**config.mk**
```make
export PLATFORM = sky130hd
export DESIGN_NAME = fsrpc_regs
export DESIGN_NICKNAME = d
export VERILOG_FILES = /design/src/include/fsrpc_pkg.sv /design/src/core/fsrpc_hold_timer.sv /design/src/core/fsrpc_regs.sv
export SDC_FILE = /design/constraint.sdc
export NUM_CORES = 1
export LEC_CHECK = 0
export ABC_AREA = 1
export BUFFER_PORTS_ARGS = -buffer_cell sky130_fd_sc_hd__buf_2
export CAP_MARGIN = 0
export CORE_ASPECT_RATIO = 1.75
export CORE_MARGIN = 1
export CORE_UTILIZATION = 32
export DETAILED_ROUTE_END_ITERATION = 10
export GPL_TIMING_DRIVEN = 0
export SETUP_SLACK_MARGIN = 0.05
export SYNTH_ARGS = -nofsm -noshare
export SYNTH_HDL_FRONTEND = slang
export SYNTH_SLANG_ARGS = --single-unit
```
**constraint.sdc**
```tcl
create_clock -name clk -period 3.2 [get_ports clk]
set_input_delay 0.16 -clock clk [delete_from_list [all_inputs] [get_ports clk]]
set_output_delay 0.16 -clock clk [all_outputs]
set_load 0.005 [all_outputs]
```
**src/include/fsrpc_pkg.sv**
```systemverilog
// Constants for the fail-safe, reset and pin configuration register group.
// Assumes a 25 MHz core clock and a decoded serial register port in front.
package fsrpc_pkg;

  // ****************************************************************
  // Register map
  // ****************************************************************
  localparam logic [7:0] FSRPC_ADDR_FAILSAFE_COUNTER = 8'h18;
  localparam logic [7:0] FSRPC_ADDR_DEVICE_RESET     = 8'h19;
  localparam logic [7:0] FSRPC_ADDR_OUTPUT_PIN_CFG   = 8'h1A;
  localparam logic [7:0] FSRPC_ADDR_WAKE_FILTER_CFG  = 8'h1B;

  // Field positions
  localparam int FSRPC_THR_LSB       = 4;
  localparam int FSRPC_SOFT_RST_BIT  = 1;
  localparam int FSRPC_HARD_RST_BIT  = 0;
  localparam int FSRPC_REG_DIS_BIT   = 6;
  localparam int FSRPC_FUNC_SEL_BIT  = 5;
  localparam int FSRPC_FB_DIS_BIT    = 4;
  localparam int FSRPC_OFF_METH_LSB  = 2;
  localparam int FSRPC_FB_OFF_BIT    = 1;
  localparam int FSRPC_WAKE_OFF_BIT  = 1;

  // Reset values and counter limits
  localparam logic [3:0] FSRPC_THR_RST      = 4'h0;
  localparam logic [4:0] FSRPC_CNT_RST      = 5'h00;
  localparam logic [4:0] FSRPC_CNT_CAP      = 5'h10;
  localparam logic [3:0] FSRPC_STAT_MAX     = 4'hF;
  localparam logic [1:0] FSRPC_OFF_METH_RST = 2'h0;
  localparam logic [2:0] FSRPC_REASON_RST   = 3'h0;
  localparam logic [7:0] FSRPC_RDATA_RST    = 8'h00;

  // Fail-safe actions
  localparam logic [2:0] FSRPC_ACT_NONE    = 3'h0;
  localparam logic [2:0] FSRPC_ACT_REG_OFF = 3'h1;
  localparam logic [2:0] FSRPC_ACT_SOFT    = 3'h2;
  localparam logic [2:0] FSRPC_ACT_POR     = 3'h3;
  localparam logic [2:0] FSRPC_ACT_SLEEP   = 3'h4;

  // Fallback turn-off methods
  localparam logic [1:0] FSRPC_OFF_THIRD = 2'h0;
  localparam logic [1:0] FSRPC_OFF_FIRST = 2'h1;
  localparam logic [1:0] FSRPC_OFF_WRITE = 2'h2;

  // ****************************************************************
  // Timing
  // ****************************************************************
  localparam int FSRPC_CLK_HZ        = 25_000_000;
  localparam int FSRPC_REG_OFF_MS    = 1000;
  localparam int FSRPC_REG_OFF_CYCLES = (FSRPC_CLK_HZ / 1000) * FSRPC_REG_OFF_MS;
  localparam int FSRPC_TIMER_W       = 25;

endpackage

```
**src/core/fsrpc_hold_timer.sv**
```systemverilog
// One-shot hold timer: busy for a fixed number of cycles after start.
// Assumes start is a one-cycle pulse in the clk domain.
`timescale 1ns/1ps
module fsrpc_hold_timer
  import fsrpc_pkg::*;
#(
  parameter int CYCLES = FSRPC_REG_OFF_CYCLES
) (
  input  wire logic clk,
  input  wire logic rst,
  input  wire logic start,
  output logic      busy
);

  // ****************************************************************
  // Down counter
  // ****************************************************************
  logic [FSRPC_TIMER_W-1:0] count_ff;

  // Restart on every start; a retrigger extends the hold
  always_ff @(posedge clk) begin
    if (rst) begin
      count_ff <= '0;
    end else if (start) begin
      count_ff <= FSRPC_TIMER_W'(CYCLES);
    end else if (count_ff != '0) begin
      count_ff <= count_ff - 1'b1;
    end
  end

  assign busy = (count_ff != '0);

endmodule

```
**src/core/fsrpc_regs.sv**
```systemverilog
// Fail-safe counter, reset control and shared pin configuration registers.
// Assumes a decoded serial register port and event pulses from the rest of the chip.
`timescale 1ns/1ps
module fsrpc_regs
  import fsrpc_pkg::*;
#(
  parameter int REG_OFF_CYCLES = FSRPC_REG_OFF_CYCLES
) (
  input  wire logic       clk,
  input  wire logic       sys_rst,
  input  wire logic       reg_wr_en,
  input  wire logic       reg_rd_en,
  input  wire logic [7:0] reg_addr,
  input  wire logic [7:0] reg_wdata,
  output logic [7:0]      reg_rdata,
  input  wire logic       sleep_mode,
  input  wire logic       io_supply,
  input  wire logic       failsafe_entry,
  input  wire logic [2:0] failsafe_reason_in,
  input  wire logic       failsafe_count_enable,
  input  wire logic [2:0] failsafe_action_select,
  input  wire logic       fallback_set,
  input  wire logic       wd_first_good_trigger,
  input  wire logic       wd_third_good_trigger,
  output logic            shared_pin_out,
  output logic [2:0]      failsafe_reason,
  output logic            wake_max_pulse_check_off,
  output logic            soft_reset_out,
  output logic            por_request,
  output logic            power_up_set,
  output logic            wake_ignore_lock
);

  // ****************************************************************
  // Register port decode
  // ****************************************************************
  logic       access_ok;
  logic       wr_cnt, wr_rst, wr_pin, wr_wake;
  logic       reg_clr;
  logic       soft_pulse_ff, hard_pulse_ff;

  // Port stays live in sleep while IO supply is up
  assign access_ok = ~sleep_mode | io_supply;
  assign wr_cnt  = reg_wr_en & access_ok & (reg_addr == FSRPC_ADDR_FAILSAFE_COUNTER);
  assign wr_rst  = reg_wr_en & access_ok & (reg_addr == FSRPC_ADDR_DEVICE_RESET);
  assign wr_pin  = reg_wr_en & access_ok & (reg_addr == FSRPC_ADDR_OUTPUT_PIN_CFG);
  assign wr_wake = reg_wr_en & access_ok & (reg_addr == FSRPC_ADDR_WAKE_FILTER_CFG);
  // Either reset returns registers to defaults
  assign reg_clr = sys_rst | soft_pulse_ff | hard_pulse_ff;

  // ****************************************************************
  // Fail-safe entry counter
  // ****************************************************************
  logic [3:0] thr_ff;
  logic [4:0] cnt_ff;
  logic [4:0] nxt_cnt;
  logic [4:0] base_cnt;
  logic       cnt_clear, entry_ev, fire;
  logic [3:0] stat_view;

  // Threshold, stored as count minus one
  always_ff @(posedge clk) begin
    if (reg_clr) begin
      thr_ff <= FSRPC_THR_RST;
    end else if (wr_cnt) begin
      thr_ff <= reg_wdata[FSRPC_THR_LSB +: 4];
    end
  end

  assign cnt_clear = wr_cnt & (reg_wdata[3:0] == 4'h0);
  assign entry_ev  = failsafe_entry & failsafe_count_enable;

  // Entry wins over a clear in the same cycle; count starts again at one
  always_comb begin
    base_cnt = cnt_clear ? FSRPC_CNT_RST : cnt_ff;
    nxt_cnt  = base_cnt;
    if (entry_ev && base_cnt != FSRPC_CNT_CAP) begin
      nxt_cnt = base_cnt + 5'h01;
    end
  end

  always_ff @(posedge clk) begin
    if (reg_clr) begin
      cnt_ff <= FSRPC_CNT_RST;
    end else begin
      cnt_ff <= nxt_cnt;
    end
  end

  // Internal count runs to 16 so threshold 15 can be met; view caps at 15
  assign stat_view = (cnt_ff > {1'b0, FSRPC_STAT_MAX}) ? FSRPC_STAT_MAX : cnt_ff[3:0];
  // Count rises by one, so equality fires exactly once per run
  assign fire = entry_ev & (cnt_ff != nxt_cnt) & (nxt_cnt == ({1'b0, thr_ff} + 5'h01));

  // Reason captured on entry, held until status cleared
  always_ff @(posedge clk) begin
    if (reg_clr) begin
      failsafe_reason <= FSRPC_REASON_RST;
    end else if (entry_ev) begin
      failsafe_reason <= failsafe_reason_in;
    end else if (cnt_clear) begin
      failsafe_reason <= FSRPC_REASON_RST;
    end
  end

  // ****************************************************************
  // Resets and threshold actions
  // ****************************************************************
  logic timer_start, timer_busy;

  // Reset pulses last one cycle, so their bits read back zero after
  always_ff @(posedge clk) begin
    if (sys_rst) begin
      soft_pulse_ff <= 1'b0;
      hard_pulse_ff <= 1'b0;
    end else begin
      soft_pulse_ff <= (wr_rst & reg_wdata[FSRPC_SOFT_RST_BIT])
                     | (fire & (failsafe_action_select == FSRPC_ACT_SOFT));
      hard_pulse_ff <= (wr_rst & reg_wdata[FSRPC_HARD_RST_BIT])
                     | (fire & (failsafe_action_select == FSRPC_ACT_POR));
    end
  end

  assign soft_reset_out = soft_pulse_ff;
  assign por_request    = hard_pulse_ff;
  assign power_up_set   = hard_pulse_ff;
  assign timer_start    = fire & (failsafe_action_select == FSRPC_ACT_REG_OFF);

  // Sleep lock survives soft and hard resets; only a power cycle clears it
  always_ff @(posedge clk) begin
    if (sys_rst) begin
      wake_ignore_lock <= 1'b0;
    end else if (fire && failsafe_action_select == FSRPC_ACT_SLEEP) begin
      wake_ignore_lock <= 1'b1;
    end
  end

  // Regulator off hold; a soft reset leaves it running
  fsrpc_hold_timer #(
    .CYCLES (REG_OFF_CYCLES)
  ) u_reg_off (
    .clk   (clk),
    .rst   (sys_rst | hard_pulse_ff),
    .start (timer_start),
    .busy  (timer_busy)
  );

  // ****************************************************************
  // Shared pin configuration
  // ****************************************************************
  logic       reg_dis_ff, func_sel_ff, fb_dis_ff, fb_active_ff, fb_off;
  logic [1:0] off_meth_ff;

  always_ff @(posedge clk) begin
    if (reg_clr) begin
      reg_dis_ff  <= 1'b0;
      func_sel_ff <= 1'b0;
      fb_dis_ff   <= 1'b0;
      off_meth_ff <= FSRPC_OFF_METH_RST;
    end else if (wr_pin) begin
      reg_dis_ff  <= reg_wdata[FSRPC_REG_DIS_BIT];
      func_sel_ff <= reg_wdata[FSRPC_FUNC_SEL_BIT];
      fb_dis_ff   <= reg_wdata[FSRPC_FB_DIS_BIT];
      off_meth_ff <= reg_wdata[FSRPC_OFF_METH_LSB +: 2];
    end
  end

  // Turn-off source picked by method; reserved code never turns it off
  always_comb begin
    unique case (off_meth_ff)
      FSRPC_OFF_THIRD: fb_off = wd_third_good_trigger;
      FSRPC_OFF_FIRST: fb_off = wd_first_good_trigger;
      FSRPC_OFF_WRITE: fb_off = wr_pin & reg_wdata[FSRPC_FB_OFF_BIT];
      default:         fb_off = 1'b0;
    endcase
  end

  // Indicator state; a new set wins over a turn-off in the same cycle
  always_ff @(posedge clk) begin
    if (sys_rst || hard_pulse_ff) begin
      fb_active_ff <= 1'b0;
    end else if (fallback_set) begin
      fb_active_ff <= 1'b1;
    end else if (fb_off) begin
      fb_active_ff <= 1'b0;
    end
  end

  // Pin level; defaults give regulator on, so soft reset keeps it on
  always_ff @(posedge clk) begin
    if (sys_rst) begin
      shared_pin_out <= 1'b0;
    end else if (func_sel_ff) begin
      shared_pin_out <= fb_active_ff & ~fb_dis_ff;
    end else begin
      shared_pin_out <= ~reg_dis_ff & ~timer_busy;
    end
  end

  // ****************************************************************
  // Wake filter option
  // ****************************************************************
  always_ff @(posedge clk) begin
    if (reg_clr) begin
      wake_max_pulse_check_off <= 1'b0;
    end else if (wr_wake) begin
      wake_max_pulse_check_off <= reg_wdata[FSRPC_WAKE_OFF_BIT];
    end
  end

  // ****************************************************************
  // Read data
  // ****************************************************************
  // Reset bits read their one-cycle pulse; other self-clearing and reserved bits read zero; unmapped reads zero
  always_ff @(posedge clk) begin
    if (sys_rst) begin
      reg_rdata <= FSRPC_RDATA_RST;
    end else if (reg_rd_en && access_ok) begin
      unique case (reg_addr)
        FSRPC_ADDR_FAILSAFE_COUNTER: reg_rdata <= {thr_ff, stat_view};
        FSRPC_ADDR_DEVICE_RESET:     reg_rdata <= {6'h00, soft_pulse_ff, hard_pulse_ff};
        FSRPC_ADDR_OUTPUT_PIN_CFG:   reg_rdata <= {1'b0, reg_dis_ff, func_sel_ff, fb_dis_ff,
                                                   off_meth_ff, 2'h0};
        FSRPC_ADDR_WAKE_FILTER_CFG:  reg_rdata <= {6'h00, wake_max_pulse_check_off, 1'b0};
        default:                     reg_rdata <= FSRPC_RDATA_RST;
      endcase
    end
  end
endmodule

```
=== After elaboration in Yosys (flattened, before gate mapping) ===
Cells that the tools add are included.

* Register bits: 56
* Bits in latches: 0
* RAM bits: 0
* ROM bits: 0
* Memories: 0

* Add/sub/neg operators: 3
* Multipliers: 0
* Divide/modulo/power cells: 0
* Order comparisons: 1
* Equal/unequal tests: 13
* Shift-type cells: 0
* Mux-type cells: 12
* Bitwise logic cells: 27
* Reduce and logical (&&, ||, !) cells: 11

{| class="wikitable"
|+ Operators by type and width
! kind !! number
|-
| $mux 25 || 2
|-
| $eq 8x5->1 const B || 4
|-
| $pmux 8 s4 || 1
|-
| $reduce_bool 25->1 || 1
|-
| $sub 25x1->25 const B || 1
|-
| $and 1x1->1 || 17
|-
| $mux 5 || 2
|-
| $eq 3x2->1 const B || 2
|-
| $mux 3 || 2
|-
| $or 1x1->1 || 6
|-
| $reduce_bool 2->1 || 3
|-
| $add 4x1->5 const B || 1
|-
| $add 5x1->5 const B || 1
|-
| $eq 5x5->1 || 1
|-
| $gt 5x4->1 const B || 1
|-
| $ne 5x5->1 || 1
|-
| $ne 5x5->1 const B || 1
|-
| $logic_not 4->1 || 1
|-
| $mux 4 || 1
|-
| $not 1->1 || 4
|-
| $eq 3x1->1 const B || 1
|-
| $eq 3x3->1 const B || 1
|-
| $logic_and 1x1->1 || 3
|-
| $mux 1 || 3
|-
| 6 further kinds || 6
|}

=== Longest topological paths before layout ===
Gate-level depths: netlist of the first run.

* Depth in word-level cells: 14
* Gate-level depth with buffers: 24
* Gate-level depth less buffers: 23

=== Hierarchy ===
Synthesis of the first run repeated with hierarchy kept, for this count alone.

* Cells, all modules: 503
* Area, all modules: 3454.6 um^2

{| class="wikitable"
|+ By module, submodules not included
! module !! instances !! cells each !! area each (um^2) !! sequential area each (um^2)
|-
| fsrpc_regs || 1 || 271 || 1844.3 || 620.6
|-
| fsrpc_hold_timer || 1 || 232 || 1610.3 || 500.5
|}

=== Worst setup path after synthesis of the first run ===
No wires, ideal clock.

* Path kind: input to register
* From: input reg_addr[7]
* To: register u_reg_off.count_ff[9]
* Setup time: 118 ps
* Data arrival time: 2367 ps
* Setup slack: 715 ps
* Cell stages on the path: 22
* Path buffers: 1
* Path through: nor2_1 -> nand2_2 -> nor2_4 -> nand3_4 -> inv_2 -> nor2_2 -> inv_2 -> ha_1 -> inv_1 -> nor2_1 -> nand4_4 -> nand2_2 -> nand2_1 -> nand2_1 -> nor2_1 -> nor2_1 -> nand2_1 -> nor2_4 -> nand3_4 -> nand2_4 -> buf_6 -> nor2_2

* Longest elaborated chain between the ends: 12
* Elaborated cells between the ends (all ways): 14
* Classes of those cells: 1 x add/sub; 4 x eq/ne; 2 x mux; 5 x bitwise; 2 x reduce/logical

{| class="wikitable"
|+ Ends and longest elaborated chain
! what !! RTL line !! source
|-
| start: declaration || fsrpc_regs.sv:13 || <nowiki>input wire logic [7:0] reg_addr,</nowiki>
|-
| $eq 8x5->1 * || fsrpc_regs.sv:44 || <nowiki>assign wr_cnt = reg_wr_en & access_ok & (reg_addr == FSRPC_ADDR_FAILSAFE_COUNTER);</nowiki>
|-
| $and 1x1->1 * || fsrpc_regs.sv:44 ||
|-
| $and 1x1->1 * || fsrpc_regs.sv:70 || <nowiki>assign cnt_clear = wr_cnt & (reg_wdata[3:0] == 4'h0);</nowiki>
|-
| $mux 5 * || fsrpc_regs.sv:75 || <nowiki>base_cnt = cnt_clear ? FSRPC_CNT_RST : cnt_ff;</nowiki>
|-
| branches (longest 2 deep; another with $add 5x1->5) || n/a ||
|-
| $mux 5 * || fsrpc_regs.sv:77 || <nowiki>if (entry_ev && base_cnt != FSRPC_CNT_CAP) begin</nowiki>
|-
| $ne 5x5->1 || fsrpc_regs.sv:93 || <nowiki>assign fire = entry_ev & (cnt_ff != nxt_cnt) & (nxt_cnt == ({1'b0, thr_ff} + 5'h01));</nowiki>
|-
| $and 1x1->1 || fsrpc_regs.sv:93 ||
|-
| $and 1x1->1 * || fsrpc_regs.sv:93 ||
|-
| $and 1x1->1 * || fsrpc_regs.sv:127 || <nowiki>assign timer_start = fire & (failsafe_action_select == FSRPC_ACT_REG_OFF);</nowiki>
|-
| $reduce_or 2->1 (no line) * || n/a ||
|-
| end signal: assignment || fsrpc_hold_timer.sv:25 || <nowiki>count_ff <= FSRPC_TIMER_W'(CYCLES);</nowiki>
|-
| end signal: assignment || fsrpc_hold_timer.sv:27 || <nowiki>count_ff <= count_ff - 1'b1;</nowiki>
|-
| end: declaration || fsrpc_hold_timer.sv:18 || <nowiki>logic [FSRPC_TIMER_W-1:0] count_ff;</nowiki>
|}

Every way passes the cells marked *.
A chain may end at the register's enable or synchronous reset.

=== Worst setup path after layout of the first run ===
* From: input io_supply
* To: register u_reg_off.count_ff[23]

* Longest elaborated chain between the ends: 13
* Elaborated cells between the ends (all ways): 15
* Classes of those cells: 1 x add/sub; 3 x eq/ne; 2 x mux; 7 x bitwise; 2 x reduce/logical

{| class="wikitable"
|+ Ends and longest elaborated chain
! what !! RTL line !! source
|-
| start: declaration || fsrpc_regs.sv:17 || <nowiki>input wire logic io_supply,</nowiki>
|-
| $or 1x1->1 * || fsrpc_regs.sv:43 || <nowiki>assign access_ok = ~sleep_mode | io_supply;</nowiki>
|-
| $and 1x1->1 * (2 in a row) || fsrpc_regs.sv:44 ||
|-
| $and 1x1->1 * || fsrpc_regs.sv:70 ||
|-
| $mux 5 * || fsrpc_regs.sv:75 ||
|-
| branches (longest 2 deep; another with $add 5x1->5) || n/a ||
|-
| $mux 5 * || fsrpc_regs.sv:77 ||
|-
| $ne 5x5->1 || fsrpc_regs.sv:93 ||
|-
| $and 1x1->1 || fsrpc_regs.sv:93 ||
|-
| $and 1x1->1 * || fsrpc_regs.sv:93 ||
|-
| $and 1x1->1 * || fsrpc_regs.sv:127 ||
|-
| $reduce_or 2->1 (no line) * || n/a ||
|}

Marked as above.

==> impl_metrics.py, run 1 <==
metrics = {
    "job": {
        "cap_violations": 0,
    },
    "placed_design": {
        "io_buffer_count": 49,
        "gp_congestion": 0.903,
        "dpl.hpwl_mm": 6.61,
    },
    "cts": {
        "clk_path_buf_depth": 2,
        "cts_sinks": 56,
        "postCtsSetupRepairBufs": 0,
        "cts_resized": 0,
        "hold_buffers": 0,
        "cts_tree": "yes",
        "cts_root_buf": "clkbuf_16",
        "numCtsBuffers": 5,
        "clk_pin_slew_ns": 0.07,
        "worstSkewPairLatency_ns": 0.29,
        "htreeDepth": 2,
    },
    "critical_path": {
        "worst_ep_required_time_ns": 3.39,
        "critPathSlowestCell": "a21boi_4",
        "max_stage_delay_ns": 0.30,
        "path_class": "input pin to flip-flop",
        "rrSetupSlack_ns": 0.58,
        "cp_cell_sequence": "buf_2 -> inv_1 -> a21boi_4 -> nand3_4 -> inv_2 -> nor2_2 -> inv_2 -> ha_1 -> inv_1 -> nor2_1 -> nand4_4 -> nand2_2 -> nand2_1 -> nand2_1 -> nor2_1 -> nor2_1 -> nand2_1 -> nor2_4 -> nand3_4 -> nand2_4 -> buf_6 -> nor2_2",
        "crit_path_max_fanout": 10,
        "cp-end-kind": "flip-flop",
        "cp.depth": 22,
        "r2r_cells": 12,
        "cpLargestDelayFamily": "simple AND/OR/NAND/NOR gates",
        "path_buf_inv": 6,
        "cp-start-kind": "input pin",
        "cp.arrival_ns": 2.92,
    },
    "yosys": {
        "synth.top_cells.by_area": "dfxtp_1 (36%), nand2_1 (11%), nor2_1 (7.9%)",
        "synth_area_mm2": 0.00310,
        "synth_area_leader_cell": "dfxtp_1",
        "seq_area_frac_synth_pct": 36.2,
        "yosys.area_share.adder_pct": 1.61,
        "synth-compound-area-share_pct": 13.0,
        "synth_top_family_by_area": "simple AND/OR/NAND/NOR gates",
        "synth_cell_types": 37,
        "syn_avg_cell_area_um2": 7.03,
        "yosys_warnings": 0,
        "synth.top_cell.area_share_pct": 36.2,
        "synth.area.mux_share_pct": 0,
        "yosys.area_share.simple_pct": 35.8,
        "syn-num-nets": 478,
        "syn_inst": 441,
        "synth-xor-area-share_pct": 4.80,
        "synth-seq-cells": 56,
    },
    "final_layout": {
        "synthToLayoutAreaGrowth_pct": 17.8,
        "drive_gt1_share_pct": 20.8,
        "diodes": 0,
        "final_common_cell": "nand2_1",
        "n_fill_cell": 1033,
        "nets": 535,
        "final_cell_mix": "nand2_1 (87), nor2_1 (65), dfxtp_1 (56), inv_1 (53), buf_2 (49)",
    },
    "timing": {
        "hold_viol": 0,
        "slew_headroom_pct": 49.0,
        "finalSetupViolCount": 0,
        "fin_hold_ws_ns": 0.0791,
        "max_freq_mhz": 366,
        "worst_slew_pin_slew_ns": 0.759,
        "final.min_clock_period_ns": 2.73,
        "final.setup_skew_ns": 0.00444,
        "rsz0062_at_grt": "no",
        "slew_viol_final": 0,
        "fin_tns_setup_ns": 0,
        "min_period_over_period_pct": 85.3,
    },
    "grt": {
        "grt_start_max_net_pins": 16,
        "grt_pass1_vias": 2976,
        "grtUsageTotal_pct": 17.1,
        "grt_pass1_wl_mm": 13.7,
        "gr-total-overflow": 0,
        "antenna_found_initial": 0,
    },
    "pwr": {
        "leakagePower_nw": 1.64,
        "max-vdd-ir-drop_uv": 262,
        "fin_total_pwr_mw": 2.42,
        "powerDensity_mw_per_mm2": 663,
    },
    "route": {
        "remaining_drc_errors": 0,
        "viasPerCell": 4.82,
        "ant_nets": 0,
        "vias": 2992,
        "drtIter0Drc": 142,
        "wl_per_cell_um": 13.4,
        "wl_mm": 8.29,
        "firstDrtPassIters": 5,
    },
    "die": {
        "fp-row-count": 47,
        "fp.dieArea_mm2": 0.0101,
        "ios": 50,
        "die_h_um": 132,
        "core-area_mm2": 0.00941,
        "die_w_um": 76.4,
        "initial_core_util_pct": 32.9,
    },
    "status": {
        "status": "completed",
    },
    "worst_hold_path": {
        "min_path_type": "input pin to flip-flop",
        "hold_path_depth": 2,
    },
}
-- sequential cells by signal, summed over array words and instances (netlist names) --
name and count:
reg_dis_ff 1, fb_active_ff 1, wake_ignore_lock 1, failsafe_reason 3, por_request 1, fb_dis_ff 1
reg_rdata 8, thr_ff 4, func_sel_ff 1, soft_reset_out 1, wake_max_pulse_check_off 1, cnt_ff 5
shared_pin_out 1, u_reg_off.count_ff 25, off_meth_ff 2
-- synth_stat cells --
cell / count
or2_2: 3
nand2_4: 1
a21oi_1: 28
nor2_4: 3
inv_1: 53
a21boi_4: 1
inv_2: 5
nand2_1: 87
nand3b_1: 1
nand3_2: 2
o211ai_1: 1
dfxtp_1: 56
a211oi_1: 8
xor2_1: 12
nand4_4: 1
clkbuf_1: 4
nor3b_1: 1
nand3_4: 2
buf_6: 2
o22ai_1: 3
o21ai_0: 7
nand3b_2: 1
nor2_2: 12
xnor2_1: 5
ha_1: 4
nand2_2: 4
nor3_1: 8
buf_4: 1
a22oi_1: 3
clkinv_1: 1
a2bb2oi_1: 1
a21oi_2: 10
nand3_1: 35
nor2_1: 65
nand4_1: 8
nor4_1: 1
o21ai_1: 1
-- per-stage QoR --
step	setup WS, ns	util (%)	cells	area, um2
2_1_floorplan	0.715	-	441	3100
5_1_grt	0.140	38.8	621	3650
3_5_place_dp	0.0744	37.2	612	3500
6_report	0.469	38.8	621	3650
3_3_place_gp	0.0938	37.2	612	3500
4_1_cts	0.385	38.7	620	3640
-- power breakdown --
group          internal (mW)  switching [mW]  leakage, nW
Clock                  0.313           0.250       0.0712
Sequential             0.818           0.103        0.455
Combinational          0.371           0.564         1.11
Total                   1.50           0.917         1.64
-- routing by layer --
| metal | GRT usage (%) | wire (um) | up-vias |
|---|---|---|---|
| met5 | 0 | 0 | - |
| met4 | 8.33 | 258 | 0 |
| met3 | 2.98 | 269 | 16 |
| met2 | 33.7 | 4680 | 65 |
| met1 | 16.6 | 3080 | 1376 |
| li1 | - | - | 1535 |
-- area by class of cell --
| type | instances | area [um2] | area share (%) |
|---|---|---|---|
| inverter | 59 | 221 | 6.07 |
| tap | 122 | 153 | 4.18 |
| timing repair buffer | 50 | 253 | 6.92 |
| sequential | 56 | 1120 | 30.7 |
| buffer | 7 | 45.0 | 1.23 |
| clock buffer | 8 | 146 | 4.01 |
| multi-input combinational | 319 | 1710 | 46.9 |
-- cells by family (layout without fill, tap and decap cells) --
logic type	count (synthesis)	in the layout
AO/OA/AOI/OAI	63	63
adder cells (fa/ha/maj)	4	4
buffers and inverters	66	124
flip-flops	56	56
AND/OR/NAND/NOR	235	235
XOR/XNOR	17	17
-- path summary, 6_finish.rpt --
kind / start / end
hold / removal: sys_rst / reg_rdata[1]
setup / recovery: io_supply / u_reg_off.count_ff[23]
hold reg to reg: wake_ignore_lock / wake_ignore_lock
setup reg to reg: u_reg_off.count_ff[0] / u_reg_off.count_ff[19]
Note: power is estimated with default switching activity, not from simulation.
==> run 2: changes to the inputs <==
--- a/config.mk
+++ b/config.mk
@@ -8,11 +8,12 @@
 export ABC_AREA = 1
 export BUFFER_PORTS_ARGS = -buffer_cell sky130_fd_sc_hd__buf_2
 export CAP_MARGIN = 0
-export CORE_ASPECT_RATIO = 1.75
+export CORE_ASPECT_RATIO = 1.2
 export CORE_MARGIN = 1
-export CORE_UTILIZATION = 32
+export CORE_UTILIZATION = 56
 export DETAILED_ROUTE_END_ITERATION = 10
 export GPL_TIMING_DRIVEN = 0
+export PLACE_DENSITY = 0.79
 export SETUP_SLACK_MARGIN = 0.05
 export SYNTH_ARGS = -nofsm -noshare
 export SYNTH_HDL_FRONTEND = slang
==> run 2 against run 1 <==
Against the previous run: maximum frequency rose by 3.8%; clock-buffer cell count fell by 1; register-to-register slack improved by 0.18 ns; largest power group is now registers; via count fell by 2.8%.
==> impl_metrics.py, run 2 (synthesis results as in run 1) <==
metrics = {
    "route": {
        "ant_nets": 0,
        "firstDrtPassIters": 4,
        "viasPerCell": 5.19,
        "vias": 2908,
        "drtIter0Drc": 121,
        "remaining_drc_errors": 0,
        "wl_mm": 6.66,
        "wl_per_cell_um": 11.9,
    },
    "critical_path": {
        "critPathSlowestCell": "nor2_4",
        "cp-start-kind": "input pin",
        "cp.arrival_ns": 2.84,
        "endpoint": "u_reg_off.count_ff[4]",
        "max_stage_delay_ns": 0.22,
        "cp-end-kind": "flip-flop",
        "path_buf_inv": 5,
        "path_class": "input pin to flip-flop",
        "worst_ep_required_time_ns": 3.41,
        "r2r-end": "u_reg_off.count_ff[19]",
        "startpoint": "reg_addr[7]",
        "cp_cell_sequence": "buf_2 -> nor2_1 -> nand2_2 -> nor2_4 -> nand3_4 -> inv_2 -> nor2_2 -> inv_2 -> ha_1 -> inv_1 -> nor2_1 -> nand4_4 -> nand2_2 -> nand2_1 -> nand2_1 -> nor2_1 -> nor2_1 -> nand2_1 -> nor2_4 -> nand3_4 -> nand2_4 -> buf_6 -> nor2_2",
        "rr_startpoint": "u_reg_off.count_ff[0]",
        "crit_path_max_fanout": 10,
        "cpLargestDelayFamily": "simple AND/OR/NAND/NOR gates",
        "cp.depth": 23,
        "r2r_cells": 12,
        "crit_path_frequent_cell": "nor2_1",
        "rrSetupSlack_ns": 0.76,
    },
    "placed_design": {
        "io_buffer_count": 49,
        "dpl.hpwl_mm": 5.22,
        "dp_slack_ns": 0.231,
        "gp_congestion": 0.865,
    },
    "cts": {
        "cts_tree": "yes",
        "cts_root_buf": "clkbuf_8",
        "numCtsBuffers": 5,
        "cts_sinks": 56,
        "htreeDepth": 2,
        "postCtsSetupRepairBufs": 0,
        "hold_buffers": 0,
        "worstSkewPairLatency_ns": 0.32,
        "clk_pin_slew_ns": 0.09,
        "cts_resized": 0,
        "clk_path_buf_depth": 2,
    },
    "timing": {
        "rsz0062_at_grt": "no",
        "max_freq_mhz": 380,
        "worst_slack_ns": 0.569,
        "finalSetupViolCount": 0,
        "min_period_over_period_pct": 82.2,
        "slew_viol_final": 0,
        "final.min_clock_period_ns": 2.63,
        "fin_tns_setup_ns": 0,
        "final.setup_skew_ns": 0.00612,
        "slew_headroom_pct": 49.9,
        "hold_viol": 0,
        "worst_slew_pin_slew_ns": 0.751,
    },
    "die": {
        "ios": 50,
        "fp-row-count": 29,
        "core-area_mm2": 0.00530,
        "die_h_um": 83.5,
        "initial_core_util_pct": 58.5,
        "fp.dieArea_mm2": 0.00584,
        "die_w_um": 69.9,
    },
    "pwr": {
        "p_int_mw": 1.36,
        "power.net_switching_mw": 0.875,
        "switching_share_pct": 39.1,
        "seq_power_share_pct": 40.8,
        "max-vdd-ir-drop_uv": 305,
        "leakagePower_nw": 1.61,
        "powerDensity_mw_per_mm2": 637,
        "combPwrFrac_pct": 40.7,
        "pwr-share-clk_pct": 18.4,
    },
    "grt": {
        "grtUsageTotal_pct": 24.3,
        "grt_use_met1_pct": 28.2,
        "grt_start_max_net_pins": 17,
        "grt_pass1_vias": 2695,
        "grt_util_met3_pct": 3.99,
        "top_usage_layer": "met2",
        "grt_pass1_wl_mm": 11.5,
        "met2_usage_pct": 45.1,
        "antenna_found_initial": 0,
        "gr-total-overflow": 0,
    },
    "final_layout": {
        "final_common_cell": "nand2_1",
        "largest_reg_flops": 25,
        "largest_register": "u_reg_off.count_ff",
        "reg_top3": "u_reg_off.count_ff (25), reg_rdata (8), cnt_ff (5)",
        "synthToLayoutAreaGrowth_pct": 13.4,
        "drive_gt1_share_pct": 20.9,
        "nets": 534,
        "diodes": 0,
        "n_fill_cell": 475,
        "final_cell_mix": "nand2_1 (87), nor2_1 (65), dfxtp_1 (56), inv_1 (53), buf_2 (49)",
    },
    "worst_hold_path": {
        "min_path_type": "input pin to flip-flop",
    },
    "job": {
        "cap_violations": 0,
    },
    "status": {
        "status": "completed",
    },
}
run 2: cell count changes in the layout (fill, tap and decap cells not counted), sizes merged:
cell / before / now
buf: 53 / 52
clkinvlp: 0 / 1
clkbuf: 12 / 11
run 2: final cells by class:
type                       instances  area [um2]  share of cell area (%)
multi-input combinational        319        1710                    48.7
sequential                        56        1120                    31.9
timing repair buffer              49         245                    6.98
inverter                          59         221                    6.30
clock buffer                       7        86.3                    2.46
tap                               62        77.6                    2.21
buffer                             7        45.0                    1.28
clock inverter                     1        7.51                   0.214
run 2: worst min path at each step:
stage | start | to | slack (ns) | cells past startpoint
2_1_floorplan | sys_rst | reg_rdata[0] | 0.23 | 1
3_3_place_gp | sys_rst | reg_rdata[0] | 0.38 | 2
3_5_place_dp | sys_rst | reg_rdata[0] | 0.38 | 2
4_1_cts | sys_rst | reg_rdata[0] | 0.05 | 2
5_1_grt | sys_rst | reg_rdata[0] | 0.05 | 2
6_report | sys_rst | reg_rdata[0] | 0.05 | 2
run 2: power by group through the flow:
stage          Clock (mW)  Sequential (mW)  Combinational (mW)
3_5_place_dp            0            0.927               0.905
4_1_cts             0.421            0.915               0.916
5_1_grt             0.440            0.932                1.06
6_report            0.413            0.915               0.912
3_3_place_gp            0            0.926               0.885
2_1_floorplan           0            0.909               0.760
run 2: metrics by stage:
step	util, %	total power, mW	instances	area [um2]	hold slack [ns]
floorplan	-	1.67	441	3100	0.229
global placement	64.6	1.81	552	3420	0.377
detailed placement	64.6	1.83	552	3420	0.385
CTS	66.4	2.25	560	3520	0.0458
global route	66.4	2.43	560	3520	0.0548
finish	66.4	2.24	560	3520	0.0501
run 2: per-layer routing:
metal,part of all wire (%),vias up
li1,-,1531
met4,1.3,0
met3,4.1,6
met2,52,65
met5,0,-
met1,43,1306
==> run 3: changes to the inputs <==
--- a/config.mk
+++ b/config.mk
@@ -10,10 +10,10 @@
 export CAP_MARGIN = 0
 export CORE_ASPECT_RATIO = 1.2
 export CORE_MARGIN = 1
-export CORE_UTILIZATION = 56
+export CORE_UTILIZATION = 51
 export DETAILED_ROUTE_END_ITERATION = 10
 export GPL_TIMING_DRIVEN = 0
-export PLACE_DENSITY = 0.79
+export PLACE_DENSITY = 0.76
 export SETUP_SLACK_MARGIN = 0.05
 export SYNTH_ARGS = -nofsm -noshare
 export SYNTH_HDL_FRONTEND = slang
==> constraint.sdc (replaced) <==
create_clock -name clk -period 2.3 [get_ports clk]
set_input_delay 0.115 -clock clk [delete_from_list [all_inputs] [get_ports clk]]
set_output_delay 0.115 -clock clk [all_outputs]
set_load 0.005 [all_outputs]
==> run 3 against run 2 <==
Against the previous run: the run now ends with negative setup slack left; cell count rose by 6.4%; utilization rose by 1.9 points; clock power rose by 34%; first-iteration DRC count fell by 4.1%; critical endpoint is now u_reg_off.count_ff[2]; worst setup slack got worse by 0.57 ns; hold slack got worse by 0.019 ns; register-to-register slack got worse by 0.76 ns; non-clock buffer count rose by 18; sequential share of layout area fell by 3.2 points; clock-buffer cell count fell by 1; final area rose by 11%; highest routed layer unchanged; routed wire length rose by 16%.
==> impl_metrics.py, run 3 (synthesis results as in run 1) <==
metrics = {
    "timing": {
        "slew_viol_final": 0,
        "worst_slew_pin_slew_ns": 0.718,
        "fin_tns_setup_ns": -0.0211,
        "worst_slack_ns": -0.00470,
        "slew_headroom_pct": 52.1,
        "final.min_clock_period_ns": 2.30,
        "min_period_over_period_pct": 100,
        "hold_viol": 0,
        "rsz0062_at_grt": "yes",
        "final.setup_skew_ns": 0.00952,
        "max_freq_mhz": 434,
        "finalSetupViolCount": 7,
    },
    "grt": {
        "grtUsageTotal_pct": 24.7,
        "grt_start_max_net_pins": 18,
        "grt_pass1_wl_mm": 12.3,
        "gr-total-overflow": 0,
        "antenna_found_initial": 0,
        "top_usage_layer": "met2",
        "grt_pass1_vias": 2817,
        "grt_use_met1_pct": 28.8,
        "grt_util_met3_pct": 4.86,
        "met2_usage_pct": 45.0,
    },
    "cts": {
        "clk_path_buf_depth": 2,
        "cts_sinks": 56,
        "numCtsBuffers": 5,
        "clk_pin_slew_ns": 0.11,
        "htreeDepth": 2,
        "cts_tree": "yes",
        "cts_root_buf": "clkbuf_8",
        "worstSkewPairLatency_ns": 0.31,
    },
    "die": {
        "die_h_um": 87.4,
        "core-area_mm2": 0.00574,
        "fp.dieArea_mm2": 0.00639,
        "initial_core_util_pct": 54.0,
        "fp-row-count": 30,
        "ios": 50,
        "die_w_um": 73.2,
    },
    "job": {
        "cap_violations": 0,
    },
    "final_layout": {
        "largest_reg_flops": 25,
        "final_common_cell": "nand2_1",
        "seq_area_mm2": 0.00112,
        "largest_register": "u_reg_off.count_ff",
        "n_fill_cell": 472,
        "drive_gt1_share_pct": 29.5,
        "multi_input_comb_area_mm2": 0.00187,
        "reg_top3": "u_reg_off.count_ff (25), reg_rdata (8), cnt_ff (5)",
        "final_cell_mix": "nand2_1 (79), nor2_1 (55), dfxtp_1 (53), inv_1 (49), buf_2 (43)",
        "nets": 552,
        "diodes": 0,
        "synthToLayoutAreaGrowth_pct": 26.5,
    },
    "route": {
        "viasPerCell": 5.19,
        "wl_mm": 7.74,
        "ant_nets": 0,
        "vias": 3093,
        "wl_per_cell_um": 13.0,
        "remaining_drc_errors": 0,
        "drtIter0Drc": 116,
        "firstDrtPassIters": 4,
    },
    "placed_design": {
        "io_buffer_count": 49,
        "gp_congestion": 0.898,
        "dp_slack_ns": -0.597,
        "dpl.hpwl_mm": 5.45,
    },
    "critical_path": {
        "cp_cell_sequence": "inv_2 -> nor2_4 -> inv_2 -> ha_4 -> inv_2 -> nor2_4 -> nand4_4 -> buf_4 -> nand3b_1 -> nand2_2 -> nor2_1 -> nor2_1 -> nand2_1 -> nor2_4 -> nand3_4 -> nand2_4 -> buf_12 -> nor2_2",
        "crit_path_max_fanout": 10,
        "cpLargestDelayFamily": "simple AND/OR/NAND/NOR gates",
        "cp-start-kind": "flip-flop",
        "worst_ep_required_time_ns": 2.51,
        "max_stage_delay_ns": 0.36,
        "critPathSlowestCell": "dfxtp_2",
        "cp.arrival_ns": 2.51,
        "cp-end-kind": "flip-flop",
        "path_buf_inv": 5,
        "path_class": "flip-flop to flip-flop",
    },
    "pwr": {
        "leakagePower_nw": 1.77,
        "max-vdd-ir-drop_uv": 371,
        "powerDensity_mw_per_mm2": 840,
    },
    "status": {
        "violations": "negative setup slack",
        "status": "finished with violations",
    },
    "worst_hold_path": {
        "min_path_type": "input pin to flip-flop",
    },
}
-- run 3: cell count changes in the layout (fill, tap and decap cells not counted), sizes merged --
cell / before / now
dlygate4sd3: 0 / 1
inv: 58 / 57
buf: 52 / 68
clkinv: 1 / 3
-- run 3: layer usage --
metal | share of wire, % | up-vias | routed length (um)
met4 | 2.3 | 0 | 176
met3 | 5.1 | 17 | 391
li1 | - | 1570 | -
met5 | 0 | - | 0
met2 | 52 | 94 | 4050
met1 | 40 | 1412 | 3120
-- run 3: layout make-up --
cell class                      instances  area share, %
Multi-Input combinational cell        319           47.6
Sequential cell                        56           28.7
Timing Repair Buffer                   67           11.4
Inverter                               59           5.90
Tap cell                               80           2.55
Clock buffer                            6           1.85
Buffer                                  7           1.60
Clock inverter                          2          0.415
-- run 3: final timing paths --
check	cells past startpoint	slack, ns	end	startpoint
min	3	0.03	fb_active_ff	fallback_set
min reg2reg	2	0.45	wake_ignore_lock	wake_ignore_lock
max	18	-0.005	u_reg_off.count_ff[2]	cnt_ff[1]
max reg2reg	18	-0.005	u_reg_off.count_ff[2]	cnt_ff[1]
-- run 3: timing repair --
item | CTS | global route
setup endpoints to repair | 28 | 28
resized for setup | 10 | 35
setup buffers | 8 | 8
cloned | 0 | 1
pin swaps | 5 | 6
hold endpoints to repair | 2 | 0
hold buffers | 1 | 0
-- run 3: per-stage QoR --
step           power [mW]  util (%)  instances  instance area, um2  hold WS [ns]
3_5_place_dp         2.57      60.9        570                3500         0.332
6_report             3.29      68.3        596                3920        0.0313
3_3_place_gp         2.52      60.9        570                3500         0.333
2_1_floorplan        2.32         -        441                3150         0.184
4_1_cts              3.18      64.5        587                3700        0.0205
5_1_grt              3.53      68.3        596                3920        0.0338
-- run 3: worst min-delay path, cell delays in order --
cell,delay [ns]
buf_2,0.10
inv_1,0.04
a21oi_1,0.05
-- run 3: power breakdown --
part	switching [mW]	internal [mW]
sequential	0.140	1.14
clock	0.335	0.218
combinational	0.894	0.566
total	1.37	1.92
